[src/verilog/fbm_pkg.sv]
/*
 * Package for the parallel flash host controller: command register map,
 * field positions, pin bundle types and timing counts.
 * Assumes a 125 MHz system clock and an asynchronous flash device
 * on the far side of the pins.
 */
package fbm_pkg;

    // =========================================================
    // Timing
    // =========================================================
    localparam int CLK_PERIOD_NS = 8;
    localparam int ADDRESS_ACCESS_TIME_NS = 110;
    localparam int CE_ACCESS_TIME_NS = 110;
    localparam int WRITE_PULSE_NS = 50;
    localparam int RESET_PULSE_MIN_WIDTH_NS = 500;
    localparam int RESET_RECOVERY_TIME_NS = 200;
    localparam int ACC_CYCLES =
        (CE_ACCESS_TIME_NS + CLK_PERIOD_NS - 1) / CLK_PERIOD_NS;
    localparam int WR_CYCLES =
        (WRITE_PULSE_NS + CLK_PERIOD_NS - 1) / CLK_PERIOD_NS;
    localparam int RP_CYCLES =
        (RESET_PULSE_MIN_WIDTH_NS + CLK_PERIOD_NS - 1) / CLK_PERIOD_NS;
    localparam int RH_CYCLES =
        (RESET_RECOVERY_TIME_NS + CLK_PERIOD_NS - 1) / CLK_PERIOD_NS;
    localparam int CNT_W = 8;

    // =========================================================
    // Software registers
    // =========================================================
    localparam logic [3:0] REG_ADDR = 4'h0;
    localparam logic [3:0] REG_DATA = 4'h1;
    localparam logic [3:0] REG_CTRL = 4'h2;
    localparam logic [3:0] REG_STAT = 4'h3;
    localparam logic [3:0] REG_RDAT = 4'h4;

    // CTRL fields.
    localparam int CTRL_GO_READ = 0;
    localparam int CTRL_GO_WRITE = 1;
    localparam int CTRL_GO_RESET = 2;
    localparam int CTRL_WORD = 3;
    localparam int CTRL_ACCEL = 4;
    localparam int CTRL_WP_HIGH = 5;
    localparam logic [31:0] CTRL_RESET_VAL = 32'h0000_0028;

    // STAT fields.
    localparam int STAT_BUSY = 0;
    localparam int STAT_READY_PIN = 1;
    localparam int STAT_DONE = 2;

    localparam int ADDR_W = 21;
    localparam int DATA_W = 16;

    typedef struct packed {
        logic ce_n;
        logic oe_n;
        logic we_n;
        logic reset_n;
        logic word_sel;
        logic protect_accel;
        logic program_high_voltage;
    } fbm_ctl_type;

    typedef enum logic [2:0] {
        FBM_IDLE = 3'b000,
        FBM_READ = 3'b001,
        FBM_WRITE = 3'b010,
        FBM_RST = 3'b011,
        FBM_RECOVER = 3'b100
    } fbm_state_type;

endpackage
[src/verilog/fbm_host.sv]
/*
 * Host controller that drives a dual-bank parallel flash through its pins.
 * Software sets address and data, then starts a read, a write cycle or a
 * hardware reset through the control register. The flash is asynchronous;
 * its ready/busy pin and data lines are synchronised before use.
 */
// Function
// - Reads hold chip and output enable low with write enable high.
// - Writes drive write and chip enable low with output enable high.
// - Host waits reset recovery time after release before reading.
`timescale 1ns/1ps

module fbm_host (
    input wire logic i_clock,
    input wire logic i_rstn,
    input wire logic [3:0] i_addr,
    input wire logic [31:0] i_wdata,
    input wire logic i_wr,
    input wire logic i_rd,
    output logic [31:0] o_rdata,
    output logic [fbm_pkg::ADDR_W-1:0] o_flash_addr,
    output logic [fbm_pkg::DATA_W-1:0] o_dq_out,
    output logic [fbm_pkg::DATA_W-1:0] o_dq_oe,
    input wire logic [fbm_pkg::DATA_W-1:0] i_dq_in,
    output fbm_pkg::fbm_ctl_type o_ctl,
    input wire logic i_ready_busy_out
);

    // =========================================================
    // Input synchronisers
    // =========================================================
    logic [fbm_pkg::DATA_W-1:0] dq_s1_q, dq_s2_q;
    logic ry_s1_q, ry_s2_q;

    always_ff @(posedge i_clock) begin
        dq_s1_q <= i_dq_in;
        dq_s2_q <= dq_s1_q;
        ry_s1_q <= i_ready_busy_out;
        ry_s2_q <= ry_s1_q;
    end

    // =========================================================
    // State
    // =========================================================
    fbm_pkg::fbm_state_type st_q, st_d;
    logic [fbm_pkg::CNT_W-1:0] cnt_q, cnt_d;
    logic [22:0] addr_q, addr_d;
    logic [15:0] wdat_q, wdat_d;
    logic [31:0] ctrl_q, ctrl_d;
    logic [15:0] rdat_q, rdat_d;
    logic done_q, done_d;
    logic [31:0] rdata_q, rdata_d;
    fbm_pkg::fbm_ctl_type ctl_q, ctl_d;
    logic [fbm_pkg::ADDR_W-1:0] fa_q, fa_d;
    logic [15:0] dqo_q, dqo_d;
    logic [15:0] dqe_q, dqe_d;
    logic word_mode;

    assign word_mode = ctrl_q[fbm_pkg::CTRL_WORD];

    always_comb begin
        st_d = st_q;
        cnt_d = cnt_q;
        addr_d = addr_q;
        wdat_d = wdat_q;
        ctrl_d = ctrl_q;
        rdat_d = rdat_q;
        done_d = done_q;
        rdata_d = 32'h0000_0000;
        ctl_d = ctl_q;
        fa_d = fa_q;
        dqo_d = dqo_q;
        dqe_d = 16'h0000;
        // Software register writes; commands accepted only when idle.
        if (i_wr) begin
            unique case (i_addr)
                fbm_pkg::REG_ADDR: addr_d = i_wdata[22:0];
                fbm_pkg::REG_DATA: wdat_d = i_wdata[15:0];
                fbm_pkg::REG_CTRL: ctrl_d = {26'h0, i_wdata[5:3], 3'h0};
                default: ;
            endcase
        end
        if (i_rd) begin
            unique case (i_addr)
                fbm_pkg::REG_ADDR: rdata_d = {9'h0, addr_q};
                fbm_pkg::REG_DATA: rdata_d = {16'h0, wdat_q};
                fbm_pkg::REG_CTRL: rdata_d = ctrl_q;
                fbm_pkg::REG_STAT: begin
                    rdata_d = {29'h0, done_q, ry_s2_q,
                        st_q != fbm_pkg::FBM_IDLE};
                    done_d = 1'b0;
                end
                fbm_pkg::REG_RDAT: rdata_d = {16'h0, rdat_q};
                default: rdata_d = 32'h0000_0000;
            endcase
        end
        ctl_d.word_sel = ctrl_q[fbm_pkg::CTRL_WORD];
        ctl_d.protect_accel = ctrl_q[fbm_pkg::CTRL_WP_HIGH];
        ctl_d.program_high_voltage = ctrl_q[fbm_pkg::CTRL_ACCEL];
        // Byte mode puts the lowest address bit on data line 15.
        fa_d = word_mode ? addr_q[20:0] : addr_q[21:1];
        unique case (st_q)
            fbm_pkg::FBM_IDLE: begin
                // Idle is standby: strobes high, data lines floated.
                ctl_d.ce_n = 1'b1;
                ctl_d.oe_n = 1'b1;
                ctl_d.we_n = 1'b1;
                ctl_d.reset_n = 1'b1;
                cnt_d = '0;
                if (i_wr && i_addr == fbm_pkg::REG_CTRL) begin
                    if (i_wdata[fbm_pkg::CTRL_GO_RESET]) begin
                        st_d = fbm_pkg::FBM_RST;
                    end else if (i_wdata[fbm_pkg::CTRL_GO_WRITE]) begin
                        st_d = fbm_pkg::FBM_WRITE;
                    end else if (i_wdata[fbm_pkg::CTRL_GO_READ]) begin
                        st_d = fbm_pkg::FBM_READ;
                    end
                end
            end
            fbm_pkg::FBM_READ: begin
                ctl_d.ce_n = 1'b0;
                ctl_d.oe_n = 1'b0;
                ctl_d.we_n = 1'b1;
                if (!word_mode) begin
                    dqe_d[15] = 1'b1;
                    dqo_d[15] = addr_q[0];
                end
                cnt_d = cnt_q + 1'b1;
                // Full access time plus two synchroniser stages.
                if (cnt_q == fbm_pkg::CNT_W'(fbm_pkg::ACC_CYCLES + 2)) begin
                    rdat_d = word_mode ? dq_s2_q
                        : {8'h00, dq_s2_q[7:0]};
                    done_d = 1'b1;
                    st_d = fbm_pkg::FBM_IDLE;
                end
            end
            fbm_pkg::FBM_WRITE: begin
                ctl_d.ce_n = 1'b0;
                ctl_d.oe_n = 1'b1;
                ctl_d.we_n = 1'b0;
                dqe_d = word_mode ? 16'hFFFF : 16'h80FF;
                dqo_d = word_mode ? wdat_q : {addr_q[0], 7'h00, wdat_q[7:0]};
                cnt_d = cnt_q + 1'b1;
                if (cnt_q == fbm_pkg::CNT_W'(fbm_pkg::WR_CYCLES)) begin
                    ctl_d.we_n = 1'b1;
                    done_d = 1'b1;
                    st_d = fbm_pkg::FBM_IDLE;
                end
            end
            fbm_pkg::FBM_RST: begin
                ctl_d.reset_n = 1'b0;
                ctl_d.ce_n = 1'b1;
                ctl_d.oe_n = 1'b1;
                ctl_d.we_n = 1'b1;
                cnt_d = cnt_q + 1'b1;
                if (cnt_q == fbm_pkg::CNT_W'(fbm_pkg::RP_CYCLES)) begin
                    ctl_d.reset_n = 1'b1;
                    cnt_d = '0;
                    st_d = fbm_pkg::FBM_RECOVER;
                end
            end
            fbm_pkg::FBM_RECOVER: begin
                // Wait recovery time and for ready/busy to go high.
                if (cnt_q != fbm_pkg::CNT_W'(fbm_pkg::RH_CYCLES)) begin
                    cnt_d = cnt_q + 1'b1;
                end else if (ry_s2_q) begin
                    done_d = 1'b1;
                    st_d = fbm_pkg::FBM_IDLE;
                end
            end
            default: st_d = fbm_pkg::FBM_IDLE;
        endcase
        // Set wins over a clear by a status read in the same cycle.
        if (i_rd && i_addr == fbm_pkg::REG_STAT && !(st_d == fbm_pkg::FBM_IDLE
                && st_q != fbm_pkg::FBM_IDLE)) begin
            done_d = 1'b0;
        end
    end

    always_ff @(posedge i_clock) begin
        if (!i_rstn) begin
            st_q <= fbm_pkg::FBM_IDLE;
            cnt_q <= '0;
            addr_q <= 23'h000000;
            wdat_q <= 16'h0000;
            ctrl_q <= fbm_pkg::CTRL_RESET_VAL;
            rdat_q <= 16'h0000;
            done_q <= 1'b0;
            rdata_q <= 32'h0000_0000;
            ctl_q <= 7'h7E;
            fa_q <= 21'h000000;
            dqo_q <= 16'h0000;
            dqe_q <= 16'h0000;
        end else begin
            st_q <= st_d;
            cnt_q <= cnt_d;
            addr_q <= addr_d;
            wdat_q <= wdat_d;
            ctrl_q <= ctrl_d;
            rdat_q <= rdat_d;
            done_q <= done_d;
            rdata_q <= rdata_d;
            ctl_q <= ctl_d;
            fa_q <= fa_d;
            dqo_q <= dqo_d;
            dqe_q <= dqe_d;
        end
    end

    assign o_rdata = rdata_q;
    assign o_ctl = ctl_q;
    assign o_flash_addr = fa_q;
    assign o_dq_out = dqo_q;
    assign o_dq_oe = dqe_q;

endmodule // fbm_host

[config.mk]
export PLATFORM = sky130hd
export DESIGN_NAME = fbm_host
export DESIGN_NICKNAME = d
export VERILOG_FILES = /design/src/verilog/fbm_pkg.sv /design/src/verilog/fbm_host.sv
export SDC_FILE = /design/constraint.sdc
export NUM_CORES = 1
export LEC_CHECK = 0
export BUFFER_PORTS_ARGS = -buffer_cell sky130_fd_sc_hd__buf_2
export CORE_MARGIN = 1.5
export CORE_UTILIZATION = 30
export CTS_CLUSTER_SIZE = 16
export DETAILED_ROUTE_END_ITERATION = 10
export PLACE_DENSITY = 0.52
export SYNTH_ARGS = -nofsm -noshare
export SYNTH_HDL_FRONTEND = slang
export SYNTH_SLANG_ARGS = --single-unit
[constraint.sdc]
create_clock -name i_clock -period 2.7 [get_ports i_clock]
set_input_delay 0.27 -clock i_clock [delete_from_list [all_inputs] [get_ports i_clock]]
set_output_delay 0.27 -clock i_clock [all_outputs]
set_load 0.02 [all_outputs]
==> flow_metrics.tcl, run 1 <==
set metrics [dict create \
    worstMarginPinSlew_ps 657 \
    synthDominantCellAreaShare_pct 55.6 \
    rsz0062_at_grt "false" \
    die_w_um 147 \
    p_comb_share_pct 3.5 \
    max_freq_mhz 454 \
    cts-root-buf "clkbuf_16" \
    grt_use_met3_pct 4.57 \
    drtIter0Drc 381 \
    core_area_um2 20400 \
    crit_required_ps 2990 \
    dieArea_um2 21800 \
    drc 0 \
    clkLatencyLatePin_ps 430 \
    setup_tns_ps 0 \
    cts_tree "yes" \
    cellLeakagePower_nw 3.23 \
    grt_use_met1_pct 20.9 \
    h-tree-depth 4 \
    rows 52 \
    hp-class "in -> reg" \
    final_area_um2 7820 \
    syn_area_per_cell_um2 9.22 \
    drive_above_1_share_pct 23.0 \
    cpPeakStageDelay_ps 420 \
    nets 856 \
    synth_area_leader_cell "dfxtp_1" \
    routed_wl_um 16200 \
    cts_made_buffers 17 \
    fin_skew_ps 8.84 \
    r2r_setup_slack_ps 500 \
    relSlewSlack_pct 55.8 \
    grt_pass1_vias 4552 \
    route.vias.total 4982 \
    power_density_nw_per_um2 691 \
    ys_seq_area_share_pct 55.6 \
    grt.met2_usage_pct 21.6 \
    synth_edf_count 0 \
    cts.path.max_buffers 2 \
    p_sw_w 0.00121 \
    ys_warn_count 0 \
    layout_commonest_cell "dfxtp_1" \
    pwr-share-clk_pct 47.8 \
    initial_core_util_pct 30.8 \
    ys_ff_latch 174 \
    postSynthCellCount 679 \
    drt-pass1-iter-count 5 \
    grt_pass1_wl_um 25100 \
    cts_sinks 174 \
    mostFrequentLayoutCells "173 x dfxtp_1, 135 x nand2_1, 130 x buf_2, 81 x a21oi_1, 47 x nor2_1" \
    drt-vias-per-instance 4.60 \
    area_growth_syn_to_layout_pct 24.8 \
    synth.area.top_cells "dfxtp_1 56%, nand2_1 8.1%, a21oi_1 6.5%, mux2i_1 4.3%, buf_4 2.9%" \
    ant_nets 0 \
    post-cts-setup-buffer-count 0 \
    busiest_layer "met2" \
    status "finished, final reports clean" \
    antenna_found_initial 2 \
    wl_per_cell_um 15.0 \
    ios 149 \
    dpl.hpwl_um 11200 \
    intPower_w 0.00419 \
    cp.arrival_ps 2490 \
    netlist_area_um2 6260 \
    cap_viol_max_count 0 \
    portBuffers 130 \
    grt_use_total_pct 14.9 \
    n_fill_cell 2067 \
    fp.dieH_um 147 \
    fin_crit_sh_pct 81.6 \
    path_class "reg -> reg" \
    seqPwrFrac_pct 48.7 \
    swShare_pct 22.4 \
    grt_overflow 0 \
    synth_ff_type "dfxtp_1" \
    async_flop_share_pct 0 \
    synth.distinct_cells 56 \
    cp_cell_sequence "ha_1 -> nor4bb_1 -> buf_4 -> nand4_1 -> o211ai_1 -> o311ai_1" \
    layout_min_cycle_time_ps 2200 \
    worstSetupEndpointType "flop" \
    placed_cell_area_um2 7010 \
    grt_max_degree 59 \
    setup_viol 0 \
    hold_violations 0 \
    worstPathMaxFanout 8 \
    drv_slew 0 \
    cts.clk_slew.worst_paths_ps 60 \
    start_kind "flop" \
    ir_drop_mv 0.392 \
    cp_top_family "simple AND/OR/NAND/NOR gates" \
    place.gp.congestion 0.782 \
    cpMaxStageDelayCell "dfxtp_1" \
    crit_buf_inv 1 \
]
## tightest hold or removal path: stages
cell,delay [ps]
buf_2,100
nand2_1,40
a21oi_1,50
## cells by family (layout without fill, tap and decap cells)
kind of cell	Yosys count	after routing	synth area share [%]
fa+ha+maj	3	3	0.599
mux	27	27	4.31
xor+xnor	1	1	0.140
flops	174	174	55.6
buf+inv	77	199	6.57
simple gates	266	266	20.1
other cells	1	12	0.0599
compound gates	130	130	12.6
## power by group through the flow
| stage | Combinational (W) | Sequential [W] | Clock [W] |
|---|---|---|---|
| floorplan | 0.000108 | 0.00268 | 0 |
| global placement | 0.000174 | 0.00269 | 0 |
| detailed placement | 0.000173 | 0.00269 | 0 |
| CTS | 0.000192 | 0.00263 | 0.00266 |
| global route | 0.000209 | 0.00263 | 0.00274 |
| finish | 0.000191 | 0.00263 | 0.00258 |
## repair_timing
item                                   CTS  global route
gates resized for setup                  0             0
hold buffers                            17             0
endpoints found under the hold margin   17             0
## area by class of cell
type                       instances  area [µm²]  area share, %
timing repair buffer             160         931           11.9
inverter                           7        26.3          0.336
clock buffer                      20         447           5.72
tap                              270         338           4.32
antenna                            3        7.51         0.0961
sequential                       174        3480           44.6
multi-input combinational        436        2400           30.8
clock inverter                    12         178           2.27
## routing by layer
layer / vias to the layer above / part of all wire, % / routed length (µm)
met5: - / 0.068 / 11
li1: 2532 / - / -
met3: 22 / 6.8 / 1110
met4: 2 / 1.5 / 250
met2: 163 / 43 / 6950
met1: 2263 / 49 / 7900
## sequential cells by signal (all words and copies together) (netlist names)
| name | cells |
|---|---|
| addr_q | 23 |
| o_ctl | 7 |
| st_q | 3 |
| o_dq_out | 16 |
| dq_s1_q | 16 |
| ry_s1_q | 1 |
| dq_s2_q | 16 |
| rdat_q | 16 |
| cnt_q | 8 |
| ctrl_q | 3 |
| o_rdata | 23 |
| wdat_q | 16 |
| o_dq_oe | 3 |
| o_flash_addr | 21 |
| ry_s2_q | 1 |
| done_q | 1 |
## cells in the mapped netlist, drive strengths merged (2+ instances only)
| master | number |
|---|---|
| a21oi | 81 |
| a221oi | 3 |
| a222oi | 10 |
| a22oi | 6 |
| a32oi | 3 |
| and2 | 12 |
| and3 | 6 |
| buf | 37 |
| clkbuf | 33 |
| dfxtp | 174 |
| ha | 3 |
| inv | 7 |
| mux2i | 27 |
| nand2 | 135 |
| nand2b | 4 |
| nand3 | 24 |
| nand4 | 5 |
| nand4b | 3 |
| nor2 | 47 |
| nor2b | 2 |
| nor3 | 3 |
| nor3b | 2 |
| nor4 | 6 |
| nor4b | 3 |
| o211ai | 5 |
| o21a | 2 |
| o21ai | 8 |
| o22ai | 3 |
| o31a | 3 |
| or3 | 3 |
| or3b | 3 |
| or4 | 2 |
## path summary, 6_finish.rpt
path,start,to,depth (start not counted)
worst max-delay path,cnt_q[0],cnt_q[5],6
worst min-delay path,i_wdata[21],addr_q[21],3
worst max register to register,cnt_q[0],cnt_q[5],6
worst min register to register,dq_s1_q[10],dq_s2_q[10],0
## metrics by stage
stage / setup WS (ps) / power (W) / cells / util, % / hold slack (ps)
global placement: 560 / 0.00286 / 1030 / 34.4 / 312
global route: 350 / 0.00558 / 1079 / 38.3 / 67.9
finish: 498 / 0.00540 / 1082 / 38.4 / 82.9
CTS: 499 / 0.00547 / 1079 / 38.3 / 58.3
floorplan: 742 / 0.00279 / 687 / - / 298
detailed placement: 535 / 0.00286 / 1030 / 34.4 / 312
No activity file was read; power rests on OpenSTA's default activity.
==> run 2: changes to the inputs <==
Settings changed: ABC_AREA from default to 1.
Clock period 2.7 ns to 2.05 ns, I/O delays scaled along.
==> run 2 against run 1 <==
Net effect: die area is 0.45% lower; worst setup slack improved by 18 ps; final area increased by 0.22%; sequential share of layout area shrank 0.12 points; clock skew hardly changed; clock power increased by 33%; flip-flop and latch count is the same; clock-buffer cell count shrank 2; utilization grew 0.21 points; cell count increased by 7.2%; first-iteration DRC count is 9.4% lower; fmax up 44%; largest power group unchanged.
==> flow_metrics.tcl, run 2 <==
set metrics [dict create \
    cts_made_buffers 17 \
    post-place-cells 1108 \
    cts_sinks 174 \
    power_density_nw_per_um2 924 \
    synth.area.top_cells "dfxtp_1 56%, a21oi_1 7.6%, inv_1 5.7%, o21ai_1 4.7%, nand2_1 4.5%" \
    ir_drop_mv 0.477 \
    drt-vias-per-instance 4.26 \
    r2r_setup_slack_ps 520 \
    reg2reg_to "rdat_q[14]" \
    nets 934 \
    critPathCapture "rdat_q[14]" \
    seqCellArea_um2 3480 \
    grt_use_met3_pct 5.12 \
    cellLeakagePower_nw 3.47 \
    cts_hold_buf 17 \
    portBuffers 130 \
    synth.mux.area_fraction_pct 0 \
    yosysMostFrequentCell "dfxtp_1" \
    layout_min_cycle_time_ps 1530 \
    cap_viol_max_count 0 \
    drt-pass1-iter-count 4 \
    cts_tree "yes" \
    mostFrequentLayoutCells "174 x dfxtp_1, 130 x buf_2, 95 x a21oi_1, 94 x inv_1, 74 x nand2_1" \
    cpPeakStageDelay_ps 390 \
    cpMaxStageDelayCell "nand3b_4" \
    layout_commonest_cell "dfxtp_1" \
    hp-class "in -> reg" \
    cts_resized 0 \
    yosys.area_share.adder_pct 0.602 \
    cts-root-buf "clkbuf_16" \
    worstSetupEndpointType "flop" \
    path_class "reg -> reg" \
    grt_overflow 0 \
    grt_use_total_pct 14.7 \
    netlist_area_um2 6230 \
    crit_buf_inv 1 \
    routed_wl_um 15600 \
    ys_warn_count 0 \
    synth_xor_area_share_pct 0 \
    r2r_cells 6 \
    synthDominantCellAreaShare_pct 55.9 \
    grt_use_met1_pct 19.6 \
    grt.met2_usage_pct 22.2 \
    dieArea_um2 21700 \
    route.vias.total 4944 \
    antenna_found_initial 4 \
    rows 52 \
    area_growth_syn_to_layout_pct 25.6 \
    setup_tns_ps 0 \
    multi_input_area_um2 2040 \
    die_w_um 147 \
    cp.depth 6 \
    postSynthCellCount 744 \
    h-tree-depth 4 \
    ys_seq_area_share_pct 55.9 \
    ant_nets 0 \
    async_flop_share_pct 0 \
    fin_crit_sh_pct 74.8 \
    post-cts-setup-buffer-count 0 \
    synth_compound_area_share_pct 18.3 \
    synth_ff_type "dfxtp_1" \
    fp.dieH_um 147 \
    hold_violations 0 \
    place.gp.congestion 0.824 \
    setup_viol 0 \
    synth_top_family_by_area "compound AO/OA/AOI/OAI gates" \
    cts.path.max_buffers 2 \
    ios 149 \
    startpoint "cnt_q[0]" \
    syn_area_per_cell_um2 8.38 \
    crit_required_ps 2350 \
    cp_cell_sequence "inv_1 -> ha_1 -> nand3_1 -> nand3b_4 -> a21oi_1 -> nor3_2" \
    worstPathMaxFanout 33 \
    drtIter0Drc 345 \
    n_fill_cell 2140 \
    synth-simple-area-share_pct 13.3 \
    grt_pass1_wl_um 24500 \
    fin_cells 1160 \
    cp.arrival_ps 1830 \
    synth_area_leader_cell "dfxtp_1" \
    synth_edf_count 0 \
    fin_skew_ps 8.91 \
    drv_slew 0 \
    start_kind "flop" \
    dpl.hpwl_um 11300 \
    ys_ff_latch 174 \
    rsz0062_at_grt "false" \
    status "finished, final reports clean" \
    busiest_layer "met2" \
    synth.distinct_cells 32 \
    r2r-start "cnt_q[0]" \
    grt_max_degree 50 \
    wl_per_cell_um 13.5 \
    clkLatencyLatePin_ps 420 \
    initial_core_util_pct 30.7 \
    grt_pass1_vias 4582 \
    drc 0 \
    synthTopCellsByCount "174 x dfxtp_1, 95 x a21oi_1, 94 x inv_1" \
    drive_above_1_share_pct 23.4 \
    cp_top_family "simple AND/OR/NAND/NOR gates" \
    max_freq_mhz 652 \
    cts.clk_slew.worst_paths_ps 70 \
    core_area_um2 20300 \
]
[run 2: cell type report]
type                       instances  share of cell area, %
multi-input combinational        412                   26.1
clock inverter                    14                   2.54
sequential                       174                   44.5
clock buffer                      18                   5.61
tap                              270                   4.31
timing repair buffer             159                   11.6
antenna                            3                 0.0958
inverter                         110                   5.27
[run 2: report_power, final]
part / total [W] / switching [W] / internal [W]
combinational: 0.000333 / 0.000213 / 0.000120
clock: 0.00343 / 0.00143 / 0.00200
sequential: 0.00347 / 0.0000228 / 0.00345
total: 0.00724 / 0.00167 / 0.00557
[run 2: how the worst min path moves through the flow]
| stage | slack (ps) | depth (start not counted) | end | start |
|---|---|---|---|---|
| final | 60 | 3 | ctrl_q[3] | i_wdata[3] |
| after global placement | 310 | 1 | dq_s1_q[12] | i_dq_in[12] |
| after CTS | 40 | 3 | ctrl_q[5] | i_wdata[5] |
| after floorplan | 230 | 0 | dq_s1_q[0] | i_dq_in[0] |
| after detailed placement | 310 | 1 | ry_s1_q | i_ready_busy_out |
| after global routing | 60 | 3 | addr_q[12] | i_wdata[12] |
[run 2: per-stage QoR]
step	hold WS [ps]	util, %	cell area, µm²	worst slack [ps]	power (W)
after floorplan	233	-	6260	779	0.00375
after global placement	307	34.6	7020	535	0.00386
after detailed placement	309	34.6	7020	499	0.00386
after CTS	39.5	38.5	7830	484	0.00735
after global routing	60.6	38.6	7830	315	0.00754
final	61.7	38.6	7830	516	0.00724
[run 2: kinds of logic after synthesis]
family,after synthesis
flip-flops,174
AND/OR/NAND/NOR,180
buffers and inverters,166
AO/OA/AOI/OAI,220
adder cells (fa/ha/maj),3
other,1
[run 2: worst register-to-register path, cell delays in order, from the launching register on]
cell      delay [ps]
dfxtp_1          340
inv_1            100
ha_1             140
nand3_1          100
nand3b_4         390
a21oi_1          290
nor3_2            50
[run 2: per-layer routing]
metal	vias to the layer above	share of wire, %
met2	132	43
met5	-	0.083
met4	2	1.2
met3	14	6.9
met1	2139	48
li1	2657	-
